### config.mk
export PLATFORM = sky130hd
export DESIGN_NAME = lrc_reset_host
export DESIGN_NICKNAME = d
export VERILOG_FILES = /design/src/lrc_pkg.sv /design/src/lrc_byte_tx.sv /design/src/lrc_reset_host.sv
export SDC_FILE = /design/constraint.sdc
export NUM_CORES = 1
export LEC_CHECK = 0
export BUFFER_PORTS_ARGS = -buffer_cell sky130_fd_sc_hd__buf_2
export CORE_AREA = 2 2 103 105
export DETAILED_ROUTE_END_ITERATION = 7
export DIE_AREA = 0 0 105 107
export PLACE_DENSITY = 0.41
export SYNTH_ARGS = -nofsm -noshare
export SYNTH_HDL_FRONTEND = slang
export SYNTH_SLANG_ARGS = --single-unit
### constraint.sdc
create_clock -name ref_clk -period 2.96 [get_ports ref_clk]
set_input_delay 0.148 -clock ref_clk [delete_from_list [all_inputs] [get_ports ref_clk]]
set_output_delay 0.148 -clock ref_clk [all_outputs]
set_load 0.05 [all_outputs]
### src/lrc_pkg.sv
package lrc_pkg;

    // ==========================================================
    // Timing
    // ==========================================================
    localparam int CLK_MHZ           = 100;
    localparam int RST_PULSE_NS_X10  = 25000;  // 2.5 us in tenths of ns.
    localparam int HW_RECOVERY_US    = 1500;   // 1.5 ms.
    localparam int SW_RECOVERY_US    = 1000;   // 1 ms.
    localparam int BUS_FREE_NS       = 500;    // Bus free time before START.
    localparam int RST_PULSE_CYC     =
        (RST_PULSE_NS_X10 * CLK_MHZ + 9999) / 10000;
    localparam int HW_RECOVERY_CYC   = HW_RECOVERY_US * CLK_MHZ;
    localparam int SW_RECOVERY_CYC   = SW_RECOVERY_US * CLK_MHZ;
    localparam int BUS_FREE_CYC      = (BUS_FREE_NS * CLK_MHZ + 999) / 1000;
    localparam int QTR_DIV           = 25;     // 250 ns quarter bit, 1 us bit.

    // ==========================================================
    // Software reset call format
    // ==========================================================
    localparam logic [7:0] GEN_CALL_ADDR = 8'h00;
    localparam logic [7:0] SOFT_RST_BYTE = 8'h06;

    // ==========================================================
    // Types
    // ==========================================================
    typedef struct packed {
        logic scl_o;
        logic scl_oe;
        logic sda_o;
        logic sda_oe;
    } lrc_pins_t;

    typedef struct packed {
        logic done;
        logic aborted;
    } lrc_result_t;

endpackage

### src/lrc_byte_tx.sv
`timescale 1ns/1ps
// Sends one byte MSB first on an open-drain bus and samples the ninth bit.
module lrc_byte_tx (
    input  wire logic       ref_clk,
    input  wire logic       rst_b,
    input  wire logic       go,
    input  wire logic [7:0] data,
    input  wire logic       sda_in,
    output logic            busy,
    output logic            done,
    output logic            acked,
    output logic            scl_low,
    output logic            sda_low
);
    import lrc_pkg::*;

    logic [5:0] div_reg;
    logic [1:0] ph_reg;
    logic [3:0] bit_reg;
    logic [7:0] sh_reg;
    logic       sda_reg;
    logic       tick;

    assign tick = (div_reg == 6'(QTR_DIV - 1));

    // ==========================================================
    // Quarter-bit sequencer
    // ==========================================================
    // Phases: 0 and 1 SCL low, 2 and 3 SCL high, ack sampled at end of 3.
    // SDA takes the first bit at go and otherwise moves only at the start of phase 1,
    // a quarter bit clear of both SCL edges, so a slave never sees data move as SCL falls.
    always_ff @(posedge ref_clk) begin
        if (!rst_b) begin
            busy    <= 1'b0;
            done    <= 1'b0;
            acked   <= 1'b0;
            div_reg <= '0;
            ph_reg  <= '0;
            bit_reg <= '0;
            sh_reg  <= '0;
            sda_reg <= 1'b0;
        end else begin
            done <= 1'b0;
            if (!busy) begin
                div_reg <= '0;
                if (go) begin
                    busy    <= 1'b1;
                    sh_reg  <= data;
                    sda_reg <= !data[7];
                    bit_reg <= '0;
                    ph_reg  <= '0;
                end
            end else begin
                div_reg <= tick ? '0 : div_reg + 6'd1;
                if (tick) begin
                    ph_reg <= ph_reg + 2'd1;
                    if (ph_reg == 2'd0) begin
                        // The ninth bit is released for the acknowledge.
                        sda_reg <= (bit_reg != 4'd8) && !sh_reg[7];
                    end
                    if (ph_reg == 2'd3) begin
                        if (bit_reg == 4'd8) begin
                            acked <= !sda_in;
                            busy  <= 1'b0;
                            done  <= 1'b1;
                        end else begin
                            sh_reg <= {sh_reg[6:0], 1'b1};
                        end
                        bit_reg <= bit_reg + 4'd1;
                    end
                end
            end
        end
    end

    // SCL is pulled low in the first half of every bit.
    assign scl_low = busy && !ph_reg[1];
    assign sda_low = busy && sda_reg;
endmodule

### src/lrc_reset_host.sv
`timescale 1ns/1ps
module lrc_reset_host #(
    parameter int HW_WAIT_CYC = lrc_pkg::HW_RECOVERY_CYC,
    parameter int SW_WAIT_CYC = lrc_pkg::SW_RECOVERY_CYC
) (
    input  wire logic                ref_clk,
    input  wire logic                rst_b,
    input  wire logic                hw_req,
    input  wire logic                sw_req,
    input  wire logic                scl_i,
    input  wire logic                sda_i,
    output lrc_pkg::lrc_pins_t       pins,
    output logic                     dev_reset_b,
    output logic                     ready,
    output lrc_pkg::lrc_result_t     result
);
    import lrc_pkg::*;

    typedef enum {
        ST_BOOT, ST_IDLE, ST_PULSE, ST_HW_WAIT, ST_BUS_FREE, ST_START,
        ST_ADDR, ST_DATA, ST_STOP, ST_SW_WAIT
    } lrc_state_t;

    lrc_state_t  state_reg;
    logic [17:0] cnt_reg;
    logic [1:0]  scl_sync_reg;
    logic [1:0]  sda_sync_reg;
    logic        scl_s;
    logic        sda_s;
    logic        tx_go;
    logic [7:0]  tx_data;
    logic        tx_busy;
    logic        tx_done;
    logic        tx_acked;
    logic        tx_scl_low;
    logic        tx_sda_low;
    logic        ctl_scl_low;
    logic        ctl_sda_low;

    // ==========================================================
    // Pin synchronisers
    // ==========================================================
    // Bus lines come from outside the clock domain; two stages each.
    always_ff @(posedge ref_clk) begin
        if (!rst_b) begin
            scl_sync_reg <= 2'b11;
            sda_sync_reg <= 2'b11;
        end else begin
            scl_sync_reg <= {scl_sync_reg[0], scl_i};
            sda_sync_reg <= {sda_sync_reg[0], sda_i};
        end
    end
    assign scl_s = scl_sync_reg[1];
    assign sda_s = sda_sync_reg[1];

    // ==========================================================
    // Byte shifter
    // ==========================================================
    lrc_byte_tx u_tx (
        .ref_clk (ref_clk),
        .rst_b   (rst_b),
        .go      (tx_go),
        .data    (tx_data),
        .sda_in  (sda_s),
        .busy    (tx_busy),
        .done    (tx_done),
        .acked   (tx_acked),
        .scl_low (tx_scl_low),
        .sda_low (tx_sda_low)
    );

    assign tx_data = (state_reg == ST_ADDR) ? GEN_CALL_ADDR
                                            : SOFT_RST_BYTE;
    assign tx_go   = (state_reg == ST_ADDR || state_reg == ST_DATA)
                     && !tx_busy && !tx_done && cnt_reg == '0;

    // ==========================================================
    // Sequence control
    // ==========================================================
    // One counter serves every timed wait; it is reloaded per state.
    always_ff @(posedge ref_clk) begin
        if (!rst_b) begin
            state_reg <= ST_BOOT;
            cnt_reg   <= '0;
            result    <= '0;
        end else begin
            cnt_reg <= (cnt_reg != '0) ? cnt_reg - 18'd1 : '0;
            unique case (state_reg)
                ST_BOOT: begin
                    state_reg <= ST_PULSE;
                    cnt_reg   <= 18'(RST_PULSE_CYC);
                end
                ST_IDLE: begin
                    if (hw_req) begin
                        state_reg <= ST_PULSE;
                        cnt_reg   <= 18'(RST_PULSE_CYC);
                        result    <= '0;
                    end else if (sw_req) begin
                        state_reg <= ST_BUS_FREE;
                        cnt_reg   <= 18'(BUS_FREE_CYC);
                        result    <= '0;
                    end
                end
                ST_PULSE: if (cnt_reg == '0) begin
                    state_reg <= ST_HW_WAIT;
                    cnt_reg   <= 18'(HW_WAIT_CYC);
                end
                ST_HW_WAIT: if (cnt_reg == '0) begin
                    state_reg   <= ST_IDLE;
                    result.done <= 1'b1;
                end
                ST_BUS_FREE: begin
                    if (!(scl_s && sda_s)) begin
                        cnt_reg <= 18'(BUS_FREE_CYC);
                    end else if (cnt_reg == '0) begin
                        state_reg <= ST_START;
                        cnt_reg   <= 18'(QTR_DIV * 2);
                    end
                end
                ST_START: if (cnt_reg == '0) begin
                    state_reg <= ST_ADDR;
                end
                ST_ADDR, ST_DATA: if (tx_done) begin
                    if (!tx_acked) begin
                        result.aborted <= 1'b1;
                    end
                    state_reg <= (tx_acked && state_reg == ST_ADDR)
                                 ? ST_DATA : ST_STOP;
                    cnt_reg   <= 18'(QTR_DIV * 2);
                end
                ST_STOP: if (cnt_reg == '0) begin
                    // An aborted call needs no recovery time.
                    state_reg <= result.aborted ? ST_IDLE : ST_SW_WAIT;
                    cnt_reg   <= 18'(SW_WAIT_CYC);
                end
                ST_SW_WAIT: if (cnt_reg == '0) begin
                    state_reg   <= ST_IDLE;
                    result.done <= 1'b1;
                end
            endcase
        end
    end

    // START: SDA falls with SCL high, then SCL low; STOP is the reverse.
    always_comb begin
        ctl_scl_low = 1'b0;
        ctl_sda_low = 1'b0;
        if (state_reg == ST_START) begin
            ctl_sda_low = 1'b1;
            ctl_scl_low = cnt_reg < 18'(QTR_DIV);
        end else if (state_reg == ST_STOP) begin
            ctl_sda_low = cnt_reg > 18'(QTR_DIV);
            ctl_scl_low = cnt_reg > 18'(QTR_DIV * 3 / 2);
        end else if ((state_reg == ST_ADDR || state_reg == ST_DATA)
                     && !tx_busy) begin
            // Between bytes SCL stays low, so no stray clock or bus edge
            // appears; SDA keeps the START level only before the address.
            ctl_scl_low = 1'b1;
            ctl_sda_low = (state_reg == ST_ADDR) && !tx_done;
        end
    end

    // Open drain: the drivers only ever pull low.
    assign pins = '{scl_o:  1'b0,
                    scl_oe: tx_scl_low | ctl_scl_low,
                    sda_o:  1'b0,
                    sda_oe: tx_sda_low | ctl_sda_low};
    assign dev_reset_b = !(state_reg == ST_PULSE);
    assign ready       = (state_reg == ST_IDLE);

    // Cycles since the reset pin went high; a short recovery shows here.
    logic [17:0] rel_cnt_reg;
    always_ff @(posedge ref_clk) begin
        if (!rst_b || !dev_reset_b) begin
            rel_cnt_reg <= '0;
        end else if (rel_cnt_reg != '1) begin
            rel_cnt_reg <= rel_cnt_reg + 18'd1;
        end
    end
endmodule

### Word level (Yosys, flattened, before mapping)

Index checks and enable logic that the tools add are counted.

* equality and inequality tests: 32
* muxes and demuxes: 57
* add/sub/neg operators: 4
* $mul: 0
* bitwise gates (word level): 4
* reductions and logical operators: 36
* div/mod/pow operators: 0
* shift-type cells: 0
* order comparisons: 3

Operators by type and width (count)
* $mux 32: 9
* $pmux 32 s8: 1
* $eq 32x3->1 const B: 5
* $eq 32x4->1 const B: 5
* $mux 18: 8
* $pmux 18 s6: 1
* $eq 32x2->1 const B: 3
* $mux 8: 5
* $eq 32x1->1 const B: 1
* $eq 32x5->1 const B: 1
* $logic_not 32->1: 1
* $mux 4: 6
* $ne 2x2->1 const B: 10
* $mux 1: 19
* $gt 18x5->1 const B: 1
* $gt 18x6->1 const B: 1
* $logic_not 18->1: 1
* $lt 18x5->1 const B: 1
* $reduce_bool 18->1: 1
* $sub 18x1->18 const B: 1
* $reduce_and 4->1: 4
* $mux 2: 5
* $logic_and 1x1->1: 9
* $reduce_and 3->1: 3
* 22 further kinds: 34

* flip-flop bits (word level): 80
* word-level logic and storage cells: 150
* bits in read-only memories: 0
* memories kept: 0
* bits of input ports: 6
* bits in latches: 0
* bits in writable memories: 0
* output and inout bits: 8

### Logic depth before layout (Yosys ltp)

Gate-level depths: netlist of the first run.

* depth after elaboration: 7
* depth in mapped cells: 8
* gate-level depth less buffers: 7

### Modules after synthesis

A second synthesis of the first run with hierarchy kept.

* cell total of the unflattened synthesis: 376
* area total of the unflattened synthesis: 3149.3 um^2

Modules (own cells, without submodules)
* lrc_reset_host: sequential area each 560.5 um^2, area each 1836.8 um^2, instances 1, cells an instance 240
* lrc_byte_tx: sequential area each 480.5 um^2, area each 1312.5 um^2, instances 1, cells an instance 136

### Worst setup path before layout of the first run

OpenSTA, ideal clock, no wires.

* kind: register -> output
* start point: register state_reg[3]
* end point: output port pins[2] (netlist bit)
* slack: 0.942 ns
* data required time: 2.812 ns
* path buffers: 2
* cell stages (with the launch flop): 5
* data arrival time: 1.870 ns
* path through: dfxtp_1 buf_2 buf_1 nand3_1 o221ai_1

RTL lines
* start: declaration: RTL line lrc_reset_host.sv:24 `lrc_state_t state_reg;`
* start signal: assignment: RTL line lrc_reset_host.sv:127 `state_reg <= (tx_acked && state_reg == ST_ADDR)`
* start signal: assignment: RTL line lrc_reset_host.sv:133 `state_reg <= result.aborted ? ST_IDLE : ST_SW_WAIT;`
* end: declaration: RTL line lrc_reset_host.sv:12 `output lrc_pkg::lrc_pins_t pins,`

==> impl_metrics.ini, run 1 <==
[run_status]
status = complete, no violations

[cells_and_area]
fin_cells = 498
seq_area_sq_um = 1040
fin_nets = 376
synthToLayoutAreaGrowth_pct = 8.78
fillers = 1122
drive_above_1_share = 0.119
multi_input_area_sq_um = 1810
antennaDiodeCount = 0
largest_reg_flops = 18

[clock_tree]
cts_root_buf = clkbuf_8
cts_setup_buffers = 0
cts_tree = yes
htree_levels = 2
clockBufferDepth = 2
cts.sinks = 52
cts-buffers-inserted = 5
ctsHoldBuffers = 0
clk_pin_slew_ns = 0.11
insertion_delay_ns = 0.32
ctsResizeCount = 0

[power_and_ir_drop]
clock_power_share = 0.155
power.internal_mw = 1.53
p_leak_nw = 1.17
irDropWorstVdd_mv = 0.306
p_switching_mw = 1.34
power_frac_seq = 0.344
switching_share = 0.467
power.density_nw_per_um2 = 883
power.share.combinational = 0.501

[route]
num_vias = 2584
ant_nets = 0
drt_iter0_markers = 193
vias_per_cell = 5.19
finalWirelength_mm = 7.68
dr.pass1.iters = 4
wl_per_cell_microns = 15.4
drc_errors = 0

[synth]
yosysMostFrequentCell = dfxtp_1
synth_top_flop_cell = dfxtp_1
syn_area_sq_um = 2990
synth_cells = 357
yosysWarnings = 0
ys_types = 74
synth_edf_count = 0
synth-async-reset-ratio = 0
ys_seq_elements = 52
synth_top_area_frac = 0.348
yosys-top-cells-area = dfxtp_1 35%, a21oi_1 4.0%, nor2_1 3.9%
ys_seq_area_frac = 0.348
synthTopCellsByCount = 52 x dfxtp_1, 31 x nor2_1, 24 x a21oi_1, 23 x nand3_1, 19 x nand2_1
synth_top_area_cell = dfxtp_1
syn_area_per_cell_sq_um = 8.38

[timing]
slew_headroom = 0.387
hold_viol = 0
min_period_over_period = 0.818
fin_tns_setup_ns = 0
min_period_ns = 2.42
drv_slew = 0
fmaxAchievable_mhz = 413
finClkSkew_ns = 0.0117
rsz0062_at_grt = false
worst_pin_slew_ns = 0.896
setup-violations-final = 0
setup_ws_ns = 0.538

[global_routing]
grt_pass1_vias = 2500
grt_max_degree = 23
antenna_found_initial = 0
grtUsageTotal = 0.143
grt_pass1_wl_mm = 12.9
grt-ovfl-total = 0

[run]
max-cap-violations = 0

[setup_path]
arrival_ns = 2.27
cp_slowest_cell = nor4_4
crit_fanout = 8
cp.required_ns = 2.81
path_cells = nor4_4 > nand4_2 > nor4_1 > o21ai_0 > o221ai_1 > buf_2
worstSetupPathType = flop to primary output
endpoint_kind = primary output
crit_path_start_kind = flop
critPathMaxStageDelay_ns = 0.38

[floorplan]
die-area_sq_um = 11200
num_rows = 37
boundaryPins = 14
coreArea_sq_um = 10100
die_h_microns = 107
die-width_microns = 105
start_util = 0.296

[min_path]
hp-class = primary input to flop

[place]
numPlacedInstances = 490
port_buffers = 11
hpwlAfterDp_mm = 5.68
gp_congestion = 0.867
preCtsSetupSlack_ns = 0.650
==> per-stage QoR <==
| step | total power [mW] | instance area, sq um | utilization | hold WS, ns |
|---|---|---|---|---|
| after CTS | 2.90 | 3250 | 0.322 | 0.000276 |
| after floorplan | 2.09 | 3000 | - | 0.249 |
| final | 2.87 | 3250 | 0.322 | 0.00738 |
| after global placement | 2.46 | 3160 | 0.313 | 0.329 |
| after detailed placement | 2.44 | 3160 | 0.313 | 0.336 |
| after global routing | 3.10 | 3250 | 0.322 | 0.00663 |
==> path summary, 6_finish.rpt <==
path	start	endpoint	slack (ns)	cells past startpoint
max	cnt_reg[8]	pins[2]	0.54	6
min	sda_i	sda_sync_reg[0]	0.007	2
max reg2reg	state_reg[2]	u_tx.sh_reg[2]	0.59	5
min reg2reg	sda_sync_reg[0]	sda_sync_reg[1]	0.43	1
==> cell type report <==
class | count | area share
multi-input cells | 273 | 0.556
flip-flops and latches | 52 | 0.320
well taps | 136 | 0.0523
repair buffers | 15 | 0.0261
clock buffers | 5 | 0.0211
inverters | 14 | 0.0161
clock inverters | 3 | 0.00807
==> routing by layer <==
metal	share of wire	GRT usage	up-vias
met5	0	0	-
met3	0.027	0.0207	4
met2	0.46	0.227	41
met1	0.51	0.206	1231
li1	-	-	1308
met4	0.0074	0.0343	0
==> worst max-delay path, delay by kind of cell (launching register included) <==
family / cells / cell delay, ns
buffers and inverters: 1 / 0.31
AOI/OAI and AO/OA: 2 / 0.21
and+or+nand+nor: 3 / 1.07
DFF: 1 / 0.37
==> logic make-up (layout without fill, tap and decap cells) <==
group	Yosys count	in the layout	synth area share
AO/OA/AOI/OAI	89	89	0.202
XOR/XNOR	19	19	0.0556
buffers and inverters	33	37	0.0481
AND/OR/NAND/NOR	152	152	0.300
flip-flops	52	52	0.348
other	1	2	0.00125
adder cells (fa/ha/maj)	9	9	0.0376
multiplexers	2	2	0.00669
==> power by group through the flow <==
stage	Clock (mW)	Combinational (mW)	Sequential [mW]
floorplan	0	1.15	0.937
finish	0.444	1.44	0.988
global placement	0	1.46	1.00
global route	0.499	1.59	1.01
detailed placement	0	1.44	1.00
CTS	0.469	1.44	0.986
==> placed cells by master (no fill, tap or decap), types with 3 or more instances in the layout <==
master    count
a211o_1       3
a21oi_1      24
a22oi_1       3
a31oi_1       3
and2_1        5
and3_1       11
buf_2        11
buf_4         4
clkbuf_8      5
dfxtp_1      52
ha_1          9
inv_1        13
nand2_1      19
nand2b_1     10
nand3_1      23
nand4_1       3
nor2_1       31
nor2b_1       3
nor3_1        7
nor4_1        3
o211ai_1      5
o21ai_0      13
o22ai_1       3
o31a_1        4
o31ai_1       3
or3_1         9
or4_1         4
xnor2_1      10
xor2_1        9
(Power assumes the default switching activity.)
==> run 2, diff against run 1 <==
ABC_AREA = 1   (was default)
CORE_AREA = 2 2 105 107   (was 2 2 103 105)
DIE_AREA = 0 0 107 109   (was 0 0 105 107)
clock period = 2.3 ns   (was 2.96 ns; I/O delays follow)
==> run 2 against run 1 <==
  * Via count grew 12%
  * Largest cell class unchanged
  * Area after synthesis grew 4.3%
  * Critical path depth grew 1
  * Critical path type unchanged
  * Combinational power grew 77%
  * Non-clock buffer count grew 4
  * Routed wire length grew 1.6%
  * Core utilization grew 0.55 points
  * Count of clock-buffer cells in the layout is the same
  * Clock power grew 49%
  * Cell area grew 6.8%
==> impl_metrics.ini, run 2 <==
[synth]
ys_seq_elements = 52
synth_fa_ha_area_frac = 0.0361
synth_cells = 467
synth_edf_count = 0
synth-async-reset-ratio = 0
synth_top_area_frac = 0.334
ys_seq_area_frac = 0.334
syn_area_sq_um = 3120
ys_types = 37
yosys-top-cells-area = dfxtp_1 33%, nand2_1 11%, inv_1 8.3%
synth_top_flop_cell = dfxtp_1
synth_top_area_cell = dfxtp_1
synth_compound_area_frac = 0.115
synth.area.mux_share = 0
syn_area_per_cell_sq_um = 6.68
synth_top_family_by_area = simple AND/OR/NAND/NOR gates
synth_simple_gate_area_frac = 0.375
yosysMostFrequentCell = nand2_1
synthXorXnorAreaFrac = 0.0309
yosysWarnings = 0
synthTopCellsByCount = 94 x nand2_1, 69 x inv_1, 59 x nor2_1, 52 x dfxtp_1, 46 x nand3_1

[timing]
rsz0062_at_grt = false
finClkSkew_ns = 0.0188
drv_slew = 0
fmaxAchievable_mhz = 490
setup-violations-final = 0
setup_ws_ns = 0.259
hold_viol = 0
min_period_ns = 2.04
holdWs_ns = 0.163
worst_pin_slew_ns = 0.860
slew_headroom = 0.426
fin_tns_setup_ns = 0
min_period_over_period = 0.887

[floorplan]
die-area_sq_um = 11700
die_h_microns = 109
boundaryPins = 14
die-width_microns = 107
start_util = 0.294
num_rows = 38
coreArea_sq_um = 10600

[clock_tree]
clk_pin_slew_ns = 0.10
htree_levels = 2
ctsResizeCount = 0
cts-buffers-inserted = 5
cts_tree = yes
cts.sinks = 52
clockBufferDepth = 2
cts_root_buf = clkbuf_8
insertion_delay_ns = 0.31

[global_routing]
antenna_found_initial = 0
grt-ovfl-total = 0
grtUsageTotal = 0.143
grt_max_degree = 24
grt_pass1_wl_mm = 13.4
grt_pass1_vias = 2769

[route]
drt_iter0_markers = 122
vias_per_cell = 4.63
num_vias = 2903
dr_wl_met3_microns = 262
drc_errors = 0
dr.pass1.iters = 6
finalWirelength_mm = 7.80
met2_length_mm = 3.55
wl_per_cell_microns = 12.4
wl_met1_mm = 3.86
top_layer = met4
ant_nets = 0

[cells_and_area]
fillers = 1167
fin_util = 0.328
final_cell_mix = 94 x nand2_1, 69 x inv_1, 59 x nor2_1
drive_above_1_share = 0.127
antennaDiodeCount = 0
largest_reg_flops = 18
fin_cells = 627
synthToLayoutAreaGrowth_pct = 11.5
mostFrequentLayoutCell = nand2_1
fin_nets = 501
final_cell_area_sq_um = 3480

[power_and_ir_drop]
power.density_nw_per_um2 = 1290
power.share.combinational = 0.570
switching_share = 0.505
power_mw = 4.48
p_leak_nw = 1.54
p_switching_mw = 2.26
clock_power_share = 0.148
irDropWorstVdd_mv = 0.305
power_frac_seq = 0.282
power.internal_mw = 2.22

[place]
port_buffers = 11
dpl-instance-area_sq_um = 3340
hpwlAfterDp_mm = 5.91
numPlacedInstances = 617
gp_congestion = 0.830
preCtsSetupSlack_ns = 0.444

[setup_path]
rr_worst_depth = 11
crit_fanout = 6
endpoint_kind = primary output
cp.required_ns = 2.18
arrival_ns = 1.93
worstSetupPathType = flop to primary output
crit_path_start_kind = flop

[min_path]
hp-class = primary input to flop
min_path_cells = 4

[run_status]
status = complete, no violations

[run]
max-cap-violations = 0
[run 2: cell types whose count changed after synthesis, sizes merged, moves of 10 or more]
cell    before  now
nand2       20   99
inv         14   73
and3        11    0
nand3       24   49
nand2b      10    0
nor2        32   74
[run 2: area by class of cell]
| cell class | count | area (sq um) | share of cell area |
|---|---|---|---|
| clock buffer | 5 | 68.8 | 0.0198 |
| multi-input combinational | 334 | 1750 | 0.502 |
| inverter | 74 | 278 | 0.0799 |
| tap | 140 | 175 | 0.0504 |
| timing repair buffer | 19 | 120 | 0.0345 |
| clock inverter | 3 | 47.5 | 0.0137 |
| sequential | 52 | 1040 | 0.299 |
[run 2: logic make-up after synthesis]
| family | count (synthesis) |
|---|---|
| simple gates | 250 |
| fa+ha+maj | 9 |
| compound gates | 62 |
| buf+inv | 82 |
| xor+xnor | 11 |
| other cells | 1 |
| flops | 52 |
[run 2: timing repair]
action,CTS,global route
hold buffers,2,0
endpoints found under the hold margin,2,0
buffers inserted,0,0
[run 2: layer usage]
layer / GRT usage / vias up
li1: - / 1519
met1: 0.198 / 1321
met2: 0.229 / 51
met3: 0.0227 / 12
met4: 0.0399 / 0
met5: 0 / -
[run 2: worst max-delay path, stage by stage, from the launching register on]
cell	delay, ns
dfxtp_1	0.47
inv_1	0.15
nor2_1	0.22
nand2_1	0.13
inv_1	0.15
o211ai_1	0.11
nand4_1	0.11
buf_2	0.27
[run 2: final timing paths]
| kind | from | slack (ns) | end |
|---|---|---|---|
| max | state_reg[0] | 0.26 | pins[2] |
| min | sw_req | 0.16 | result[1] |
| max reg2reg | u_tx.div_reg[0] | 0.42 | u_tx.sh_reg[1] |
| min reg2reg | sda_sync_reg[0] | 0.43 | sda_sync_reg[1] |
[run 2: power by group through the flow]
| stage | Clock, mW | Combinational [mW] | Sequential [mW] |
|---|---|---|---|
| floorplan | 0 | 1.98 | 1.28 |
| global placement | 0 | 2.58 | 1.29 |
| detailed placement | 0 | 2.55 | 1.28 |
| CTS | 0.691 | 2.57 | 1.26 |
| global route | 0.721 | 2.90 | 1.29 |
| finish | 0.663 | 2.55 | 1.26 |
